<file path="src/include/ochf_pkg.sv">
`default_nettype none
package ochf_pkg;
  // ----------------------------------------
  // Timing
  // ----------------------------------------
  localparam int CLK_PERIOD_PS = 4000;
  localparam int OC_BLANK_NS = 100;
  localparam int OC_BLANK_CYC = (OC_BLANK_NS * 1000 + CLK_PERIOD_PS - 1) / CLK_PERIOD_PS;
  localparam int ZC_BLANK_NS = 75;
  localparam int ZC_BLANK_CYC = (ZC_BLANK_NS * 1000 + CLK_PERIOD_PS - 1) / CLK_PERIOD_PS;
  localparam int PWM_PERIOD_CYC = 833;
  localparam int DUTY_MAX_PCT = 95;
  localparam int DUTY_MAX_CYC = (PWM_PERIOD_CYC * DUTY_MAX_PCT) / 100;
  localparam int DEAD_DEFAULT_CYC = 8;
  localparam int DEAD_MIN_CYC = 1;
  // ----------------------------------------
  // Counter and variants
  // ----------------------------------------
  localparam logic [2:0] OC_COUNT_MAX = 3'h7;
  localparam logic [2:0] OC_COUNT_MIN = 3'h0;
  localparam logic [1:0] VARIANT_SOURCE_ONLY = 2'h0;
  localparam logic [1:0] VARIANT_PREBIAS = 2'h1;
  localparam logic [1:0] VARIANT_GENERAL = 2'h2;
  typedef enum logic [2:0] {OCHF_SHUTDOWN, OCHF_SOFTSTART, OCHF_RUN, OCHF_FAULT_DISCHARGE,
                            OCHF_FAULT_CHARGE} ochf_state_type;
endpackage
`default_nettype wire

</file>
<file path="src/hdl/ochf_top.sv">
`timescale 1ns/1ps
`default_nettype none
module ochf_top
  import ochf_pkg::*;
#(
  parameter int PERIOD_CYC = PWM_PERIOD_CYC,
  parameter logic [1:0] VARIANT = VARIANT_SOURCE_ONLY
) (
  input wire logic clk_sys,
  input wire logic rst,
  input wire logic [9:0] duty_demand,
  input wire logic switch_node_high,
  input wire logic switch_node_low,
  input wire logic current_limit_trip,
  input wire logic zero_current_trip,
  input wire logic ss_below_shutdown,
  input wire logic ss_discharged,
  input wire logic ss_at_700mv,
  input wire logic ss_above_reference,
  output logic high_side_gate_drive,
  output logic low_side_gate_drive,
  output logic softstart_discharge,
  output logic fault_active,
  output logic [2:0] oc_count
);
  localparam int DUTY_LIM = (PERIOD_CYC * DUTY_MAX_PCT) / 100;
  initial begin
    if (PERIOD_CYC < 64 || PERIOD_CYC > 1023) $error("PERIOD_CYC out of range");
    if (VARIANT > VARIANT_GENERAL) $error("bad VARIANT");
  end
  // ----------------------------------------
  // Input synchronisers
  // ----------------------------------------
  logic [7:0] pins_sync;
  logic sw_high, sw_low, oc_trip, zc_trip, softstart_shutdown_node, ss_dis, ss_700, ss_ref;
  ochf_sync #(.WIDTH(8)) u_sync (
    .clk_sys(clk_sys),
    .rst(rst),
    .async_in({switch_node_high, switch_node_low, current_limit_trip, zero_current_trip,
               ss_below_shutdown, ss_discharged, ss_at_700mv, ss_above_reference}),
    .sync_out(pins_sync)
  );
  assign {sw_high, sw_low, oc_trip, zc_trip, softstart_shutdown_node, ss_dis, ss_700, ss_ref} = pins_sync;
  // ----------------------------------------
  // PWM timebase
  // ----------------------------------------
  logic [9:0] phase;
  wire cycle_start = (phase == 10'h000);
  wire cycle_end = (phase == 10'(PERIOD_CYC - 1));
  always_ff @(posedge clk_sys or posedge rst) begin
    if (rst) phase <= 10'h000;
    else phase <= cycle_end ? 10'h000 : phase + 10'h001;
  end
  // ----------------------------------------
  // Supervisor state
  // ----------------------------------------
  ochf_state_type state, next_state;
  logic [2:0] next_count;
  logic oc_seen;
  wire oc_event;
  wire counting = (state == OCHF_RUN);
  wire in_fault = (state == OCHF_FAULT_DISCHARGE) || (state == OCHF_FAULT_CHARGE);
  wire softstart = (state == OCHF_SOFTSTART);
  always_comb begin
    next_state = state;
    next_count = oc_count;
    unique case (state)
      OCHF_SHUTDOWN: begin
        next_count = OC_COUNT_MIN;
        if (!softstart_shutdown_node) next_state = OCHF_SOFTSTART;
      end
      OCHF_SOFTSTART: begin
        if (ss_ref) next_state = OCHF_RUN;
      end
      OCHF_RUN: begin
        if (oc_event && oc_count != OC_COUNT_MAX) next_count = oc_count + 3'h1;
        else if (cycle_end && !oc_seen && !oc_event && oc_count != OC_COUNT_MIN)
          next_count = oc_count - 3'h1;
        if (next_count == OC_COUNT_MAX) next_state = OCHF_FAULT_DISCHARGE;
      end
      OCHF_FAULT_DISCHARGE: begin
        if (oc_count == OC_COUNT_MAX) next_count = OC_COUNT_MAX - 3'h1;
        else if (ss_dis) begin
          next_state = (oc_count == OC_COUNT_MIN) ? OCHF_SOFTSTART : OCHF_FAULT_CHARGE;
        end
      end
      OCHF_FAULT_CHARGE: begin
        // recharge to 700 mV, discharge again
        if (ss_700 && !ss_dis) begin
          next_state = OCHF_FAULT_DISCHARGE;
          next_count = oc_count - 3'h1;
        end
      end
      default: next_state = OCHF_SHUTDOWN;
    endcase
    // shutdown threshold overrides
    // Fault drains the node itself, so its low level is no shutdown here
    // Limitation: an outside pull during fault holds the charge phase
    if (softstart_shutdown_node && !in_fault) next_state = OCHF_SHUTDOWN;
  end
  always_ff @(posedge clk_sys or posedge rst) begin
    if (rst) begin
      state <= OCHF_SHUTDOWN;
      oc_count <= OC_COUNT_MIN;
    end else begin
      state <= next_state;
      oc_count <= next_count;
    end
  end
  assign fault_active = in_fault;
  assign softstart_discharge = (state == OCHF_FAULT_DISCHARGE);
  // ----------------------------------------
  // High-side pulse and blanking
  // ----------------------------------------
  logic hs_on, ls_on, hs_done, zc_cut;
  logic [4:0] oc_blank;
  logic [4:0] zc_blank;
  logic [7:0] dead_hl, dead_lh, dead_cnt, meas;
  wire switching = softstart || counting;
  wire oc_armed = hs_on && sw_high && (oc_blank == 5'(OC_BLANK_CYC));
  // arm after switch high and blanking
  assign oc_event = oc_armed && oc_trip;
  wire duty_limit = (phase >= 10'(DUTY_LIM)) || (phase >= duty_demand);
  wire dead_ok = (dead_cnt == 8'h00);
  always_ff @(posedge clk_sys or posedge rst) begin
    if (rst) begin
      oc_blank <= 5'h00;
    end else if (!hs_on || !sw_high) begin
      oc_blank <= 5'h00;
    end else if (oc_blank != 5'(OC_BLANK_CYC)) begin
      oc_blank <= oc_blank + 5'h01;
    end
  end
  always_ff @(posedge clk_sys or posedge rst) begin
    if (rst) begin
      hs_on <= 1'b0;
      hs_done <= 1'b0;
      oc_seen <= 1'b0;
    end else begin
      if (cycle_end) hs_done <= 1'b0;
      else if (hs_on && (oc_event || duty_limit)) hs_done <= 1'b1;
      if (cycle_end) oc_seen <= 1'b0;
      else if (oc_event) oc_seen <= 1'b1;
      if (!switching || oc_event || duty_limit || cycle_end) hs_on <= 1'b0;
      else if (!hs_done && !ls_on && dead_ok && !cycle_start) hs_on <= 1'b1;
    end
  end
  // ----------------------------------------
  // Low-side rectifier and zero-current cutoff
  // ----------------------------------------
  // prebias cutoff in softstart
  wire zc_enable = (VARIANT == VARIANT_SOURCE_ONLY) || (VARIANT == VARIANT_PREBIAS && softstart);
  wire zc_armed = ls_on && (zc_blank == 5'(ZC_BLANK_CYC));
  wire zc_event = zc_enable && zc_armed && zc_trip;
  wire ls_want = switching && hs_done && !zc_cut && !cycle_end;
  always_ff @(posedge clk_sys or posedge rst) begin
    if (rst) zc_blank <= 5'h00;
    else if (!ls_on) zc_blank <= 5'h00;
    else if (zc_blank != 5'(ZC_BLANK_CYC)) zc_blank <= zc_blank + 5'h01;
  end
  always_ff @(posedge clk_sys or posedge rst) begin
    if (rst) begin
      ls_on <= 1'b0;
      zc_cut <= 1'b0;
    end else begin
      if (cycle_end) zc_cut <= 1'b0;
      else if (zc_event) zc_cut <= 1'b1;
      if (!ls_want || zc_event) ls_on <= 1'b0;
      else if (!hs_on && dead_ok) ls_on <= 1'b1;
    end
  end
  // ----------------------------------------
  // Predictive dead time
  // ----------------------------------------
  // Gate-to-node delay of this cycle sets the next cycle's dead time
  // Timing from the low-side fall would include the dead time and grow
  logic hs_prev, ls_prev, meas_hl, meas_lh;
  wire hs_fall = hs_prev && !hs_on;
  wire hs_rise = !hs_prev && hs_on;
  wire ls_fall = ls_prev && !ls_on;
  always_ff @(posedge clk_sys or posedge rst) begin
    if (rst) begin
      hs_prev <= 1'b0;
      ls_prev <= 1'b0;
      meas_hl <= 1'b0;
      meas_lh <= 1'b0;
      meas <= 8'h00;
      dead_cnt <= 8'h00;
      dead_hl <= 8'(DEAD_DEFAULT_CYC);
      dead_lh <= 8'(DEAD_DEFAULT_CYC);
    end else begin
      hs_prev <= hs_on;
      ls_prev <= ls_on;
      if (hs_fall) dead_cnt <= dead_hl;
      else if (ls_fall) dead_cnt <= dead_lh;
      else if (!dead_ok) dead_cnt <= dead_cnt - 8'h01;
      if (hs_fall || hs_rise) begin
        meas <= 8'h00;
        meas_hl <= hs_fall;
        meas_lh <= hs_rise;
      end else if (meas != 8'hFF) begin
        meas <= meas + 8'h01;
      end
      if (meas_hl && sw_low) begin
        dead_hl <= (meas < 8'(DEAD_MIN_CYC)) ? 8'(DEAD_MIN_CYC) : meas;
        meas_hl <= 1'b0;
      end
      if (meas_lh && !sw_low) begin
        dead_lh <= (meas < 8'(DEAD_MIN_CYC)) ? 8'(DEAD_MIN_CYC) : meas;
        meas_lh <= 1'b0;
      end
    end
  end
  // ----------------------------------------
  // Gate outputs
  // ----------------------------------------
  // fault forces low side on
  assign high_side_gate_drive = hs_on && switching;
  assign low_side_gate_drive = in_fault || (ls_on && switching);
endmodule // ochf_top
`default_nettype wire

</file>
<file path="src/hdl/ochf_sync.sv">
`timescale 1ns/1ps
`default_nettype none
module ochf_sync #(
  parameter int WIDTH = 1
) (
  input wire logic clk_sys,
  input wire logic rst,
  input wire logic [WIDTH-1:0] async_in,
  output logic [WIDTH-1:0] sync_out
);
  // ----------------------------------------
  // Two-stage synchroniser
  // ----------------------------------------
  logic [WIDTH-1:0] meta;
  always_ff @(posedge clk_sys or posedge rst) begin
    if (rst) begin
      meta <= '0;
      sync_out <= '0;
    end else begin
      meta <= async_in;
      sync_out <= meta;
    end
  end
endmodule // ochf_sync
`default_nettype wire

</file>
<file path="config.mk">
export PLATFORM = sky130hd
export DESIGN_NAME = ochf_top
export DESIGN_NICKNAME = d
export VERILOG_FILES = /design/src/include/ochf_pkg.sv /design/src/hdl/ochf_top.sv /design/src/hdl/ochf_sync.sv
export SDC_FILE = /design/constraint.sdc
export NUM_CORES = 1
export LEC_CHECK = 0
export ABC_AREA = 1
export BUFFER_PORTS_ARGS = -buffer_cell sky130_fd_sc_hd__buf_4
export CORE_ASPECT_RATIO = 0.8
export CORE_MARGIN = 2
export CORE_UTILIZATION = 30
export CTS_BUF_LIST = sky130_fd_sc_hd__clkbuf_16
export DETAILED_ROUTE_END_ITERATION = 8
export HOLD_SLACK_MARGIN = 0.15
export PLACE_DENSITY = 0.54
export SYNTH_ARGS = -nofsm -noshare
export SYNTH_HDL_FRONTEND = slang
export SYNTH_SLANG_ARGS = --single-unit
</file>
<file path="constraint.sdc">
create_clock -name clk_sys -period 3.5 [get_ports clk_sys]
set_clock_uncertainty 0.15 [all_clocks]
set_input_delay 0.525 -clock clk_sys [delete_from_list [all_inputs] [get_ports clk_sys]]
set_output_delay 0.525 -clock clk_sys [all_outputs]
set_load 0.05 [all_outputs]
</file>
Yosys cells after proc, flatten, opt, wreduce, memory -nomap -nowiden

Index checks and enable logic that the tools add are counted.

Add/sub/neg operators: 7
Order comparisons: 3
Equal/unequal tests: 23
Muxes and demuxes: 40
Reductions and logical operators: 69

Operators with widths:

| operator                                                                | number |
|---|---|
| 8-bit two-way mux                                                       | 6 |
| 3-bit two-way mux                                                       | 13 |
| 1-bit logical AND                                                       | 26 |
| 5-bit two-way mux                                                       | 4 |
| 2-bit nonzero test                                                      | 9 |
| 1-bit logical NOT                                                       | 15 |
| 3-bit by 1-bit inequality test with 1-bit output, second input constant | 5 |
| 3-bit one-hot mux with 5 select lines                                   | 1 |
| 1-bit two-way mux                                                       | 14 |
| 3-bit one-hot mux with 4 select lines                                   | 1 |
| 1-bit logical OR                                                        | 11 |
| 10-bit by 1-bit adder with 10-bit output, second input constant         | 1 |
| 5-bit by 1-bit adder with 5-bit output, second input constant           | 2 |
| 10-bit == test, second input constant                                   | 1 |
| 5-bit == test, second input constant                                    | 2 |
| 10-bit greater-or-equal comparator                                      | 1 |
| 10-bit greater-or-equal comparator, second input constant               | 1 |
| 10-bit logical NOT                                                      | 1 |
| 10-bit two-way mux                                                      | 1 |
| 5-bit inequality test, second input constant                            | 2 |
| 3-bit == test, second input constant                                    | 3 |
| 8-bit by 1-bit adder with 8-bit output, second input constant           | 1 |
| 8-bit logical NOT                                                       | 1 |
| 8-bit by 1-bit < comparator with 1-bit output, second input constant    | 1 |
| other kinds (14)                                                        | 19 |

Bits in registers: 83
Input port bits: 20
Output and inout bits: 7
Logic and storage cells: 162

Logic depth before layout (Yosys ltp)

Word-level depth: 13
Mapped depth: 19
Gate-level depth less buffers: 19

Hierarchy

A second synthesis with hierarchy kept.

Cells, all modules: 499
Area, all modules: 4282.9 um^2

By module, submodules not included:

| module    | instances | cells each | area each (um^2) | sequential area each (um^2) |
|---|---|---|---|---|
| ochf_top  | 1         | 482        | 3878.7           | 1679.1 |
| ochf_sync | 1         | 17         | 404.1            | 400.4 |

Worst setup path after synthesis

Ideal clock, no wire load.

Kind: register to output
Start: register state[0]
End: output low_side_gate_drive
Data arrival time: 2.427 ns
Required time: 2.825 ns
Path slack: 0.398 ns
Stages on the path, launching flop included: 7
Path buffers: 0
Path through: dfrtp_1 inv_1 nor3_2 inv_1 nand2_1 inv_1 o21ai_0

Elaborated cells on any way between the ends: 8
Those cells by class: eq/ne (4); reduce/logical (4)

RTL lines:

| what                                     | RTL line        | source |
|---|---|---|
| start, declared                          | ochf_top.sv:57  | `ochf_state_type state, next_state;` |
| start signal, assigned                   | ochf_top.sv:106 | `state <= next_state;` |
| 3-bit by 2-bit == test with 1-bit output | n/a             |  |
| net softstart_discharge                  | ochf_top.sv:22  | `output logic softstart_discharge,` |
| 1-bit logical OR                         | ochf_top.sv:62  | `wire in_fault = (state == OCHF_FAULT_DISCHARGE) \|\| (state == OCHF_FAULT_CHARGE);` |
| net fault_active                         | ochf_top.sv:23  | `output logic fault_active,` |
| 1-bit logical OR                         | ochf_top.sv:219 | `assign low_side_gate_drive = in_fault \|\| (ls_on && switching);` |
| end, declared                            | ochf_top.sv:21  | `output logic low_side_gate_drive,` |

The timed path passes the listed nets, and every way through them passes these cells.

Final worst setup path

Start: register state[1]
End: output low_side_gate_drive

Longest elaborated chain between the ends: 4
Elaborated cells on any way between the ends: 8
Those cells by class: eq/ne (4); reduce/logical (4)

RTL lines:

| what                                                                                                        | RTL line                       | source |
|---|---|---|
| 3-bit by 1-bit == test with 1-bit output / 3-bit by 2-bit == test with 1-bit output (equally long branches) | ochf_top.sv:63, ochf_top.sv:61 |  |
| 1-bit logical OR                                                                                            | ochf_top.sv:119                | `wire switching = softstart \|\| counting;` |
| 1-bit logical AND                                                                                           | ochf_top.sv:219                |  |
| 1-bit logical OR *                                                                                          | ochf_top.sv:219                |  |

Mark *: on every way between the ends. The rest lies on a longest branch, timed or not.

==> impl_metrics.ini <==
[outcome]
outcome = complete, no violations

[drt]
dr.pass1.iters = 5
drtIter0Drc = 183
avgViaCountPerCell = 4.63
wl_per_cell_um = 12.2
ant_nets = 0
wl_mm = 8.70
drc = 0
vias = 3307

[sta]
rsz0062_at_grt = false
relSlewSlack_pct = 51.4
finalCritPeriodShare_pct = 73.1
tns_ns = 0
setup_violations = 0
final_period_minus_worst_setup_slack_ns = 2.56
final_hold_viol_count = 0
worst_hold_slack_ns = 0.136
worstMarginPinSlew_ns = 0.728
max_freq_mhz = 391
final-max-slew-violation-count = 0

[clock_tree]
clockBufferDepth = 2
cts_tree = done
htreeDepth = 3
numCtsBuffers = 9
clkSinkCount = 83
clk_pin_slew_ns = 0.06
insertion_delay_ns = 0.33
clockRootBuffer = clkbuf_16

[yosys]
avgSynthCellArea_um2 = 8.56
syn_inst = 488
synth_area_um2 = 4180
yosysWarnings = 0
ys_ff_latch = 83
seq_area_frac_synth_pct = 49.8
yosys.cell_types.count = 31
synth_fp_nets = 532

[grt]
grt_overflow = 0
grt_pass1_wl_mm = 15.1
grt_max_degree = 44
track_usage_pct = 12.9
grt_pass1_vias = 3260
antenna_found_initial = 0

[die]
initial_core_util_pct = 30.7
fp.dieH_um = 110
pin_count = 27
fp-row-count = 38
core_um2 = 13600
die_x_um = 136
dieArea_um2 = 14900

[layout]
instances_no_fill = 715
fill_cells = 1435
area_delta_synth_final_pct = 19.6
antenna_cells = 0
multi_input_area_um2 = 1760
final_cell_mix = 81 x dfrtp_1, 78 x inv_1, 77 x nand2_1
finish.utilization_pct = 36.7
nets = 574
drive_gt1_share_pct = 13.3
ff_latch_area_um2 = 2080
final_common_cell = dfrtp_1

[critical_path]
end_kind = output port
crit_family = buffers and inverters
cp_max_fo = 3
path_buf_inv = 5
cpMostUsedCell = inv_1
startpoint_type = flip-flop
critical_path_required_ns = 2.82
crit_type = reg -> out
cp_slowest_cell = dfrtp_1
worstPathArrival_ns = 1.88
worst_path_largest_cell_delay_ns = 0.37
path_cells = inv_1 -> nor2_1 -> inv_1 -> nor2_1 -> inv_1 -> nand2_1 -> inv_1 -> o21ai_0 -> buf_4

[power_and_ir_drop]
leakage_nw = 2.43
power_density_nw_per_um2 = 656
total_power_mw = 3.28
ir_drop_mv = 0.275

[placed_design]
dp.cells = 691
port_buffers = 26
place.gp.congestion = 0.868
dp.final_hpwl_mm = 6.59

[worst_hold_path]
hold_class = in -> async

[job]
cap_violations = 0
[state kept, by name, indices dropped and copies added (netlist names), 3 cells and up]
signal / count
u_sync.meta: 8
u_sync.sync_out: 8
state: 3
dead_cnt: 8
phase: 10
meas: 8
zc_blank: 5
dead_lh: 8
oc_count: 3
oc_blank: 5
dead_hl: 8
[power breakdown]
group          internal, mW  leakage (nW)  switching (mW)  total (mW)
logic                 0.341          1.22           0.576       0.918
clock network         0.623         0.157           0.386        1.01
registers              1.19          1.05           0.164        1.35
[kinds of logic (layout without fill, tap and decap cells)]
| group | count (synthesis) | after routing | share of synthesized area [%] |
|---|---|---|---|
| fa+ha+maj | 24 | 24 | 7.19 |
| flops | 83 | 83 | 49.8 |
| xor+xnor | 10 | 10 | 2.10 |
| buf+inv | 90 | 137 | 8.08 |
| simple gates | 189 | 189 | 20.7 |
| compound gates | 92 | 92 | 12.2 |
[layout make-up]
class                      count  share of cell area (%)
sequential                    83                    41.6
multi-input combinational    315                    35.3
clock inverter                 7                    1.88
clock buffer                   9                    4.51
tap                          180                    4.51
timing repair buffer          36                    5.81
inverter                      85                    6.41
[synthesized netlist by cell type]
cell | instances | area share, %
nor2_2 | 3 | 0.45
nand3b_1 | 1 | 0.18
o2111ai_1 | 1 | 0.21
nand2_2 | 7 | 1.0
nand3_2 | 2 | 0.48
inv_1 | 78 | 7.0
o21ai_0 | 46 | 5.5
a21oi_1 | 22 | 2.6
nor2_4 | 1 | 0.27
xnor2_1 | 4 | 0.84
clkbuf_1 | 5 | 0.45
a31oi_1 | 4 | 0.60
o22ai_1 | 1 | 0.15
ha_1 | 24 | 7.2
nor3_1 | 15 | 1.8
nand3_1 | 23 | 2.8
dfrtp_1 | 81 | 49
o21ai_1 | 2 | 0.24
nand4_1 | 5 | 0.75
nor4_1 | 2 | 0.30
nor3_4 | 2 | 0.78
dfstp_2 | 2 | 1.3
inv_2 | 7 | 0.63
xor2_1 | 6 | 1.3
a211oi_1 | 3 | 0.54
nand2_1 | 77 | 6.9
o31ai_1 | 3 | 0.54
or2_2 | 1 | 0.15
nor2_1 | 48 | 4.3
o211ai_1 | 10 | 1.8
nor3_2 | 2 | 0.48
[what timing repair did]
item / in CTS / in global routing
gates resized for setup: 0 / 0
hold buffers: 8 / 0
setup buffers: 0 / 0
endpoints found under the hold margin: 8 / 0
[per-stage QoR]
step	worst slack [ns]	instance area [um^2]
after floorplan	0.398	4180
after global placement	1.25	4600
after detailed placement	1.23	4600
after CTS	0.897	5000
after global routing	0.750	5000
final	0.942	5000
[routing by layer]
| layer | track usage [%] | routed length [um] | vias up |
|---|---|---|---|
| li1 | - | - | 1668 |
| met1 | 19.1 | 4690 | 1565 |
| met2 | 18.4 | 3560 | 65 |
| met3 | 3.87 | 363 | 9 |
| met4 | 2.98 | 87 | 0 |
| met5 | 0 | 0 | - |
[worst paths after layout]
check / slack, ns / endpoint / start / depth (start not counted)
hold reg to reg: 0.20 / u_sync.sync_out[7] / u_sync.meta[7] / 0
setup reg to reg: 1.22 / state[1] / oc_count[0] / 17
hold / removal: 0.14 / meas[7] / rst / 2
max in group asynchronous: 2.29 / u_sync.sync_out[7] / rst / 3
setup / recovery: 0.94 / low_side_gate_drive / state[1] / 9
min in group clk_sys: 0.20 / u_sync.sync_out[7] / u_sync.meta[7] / 0
No activity file was read; power rests on OpenSTA's default activity.
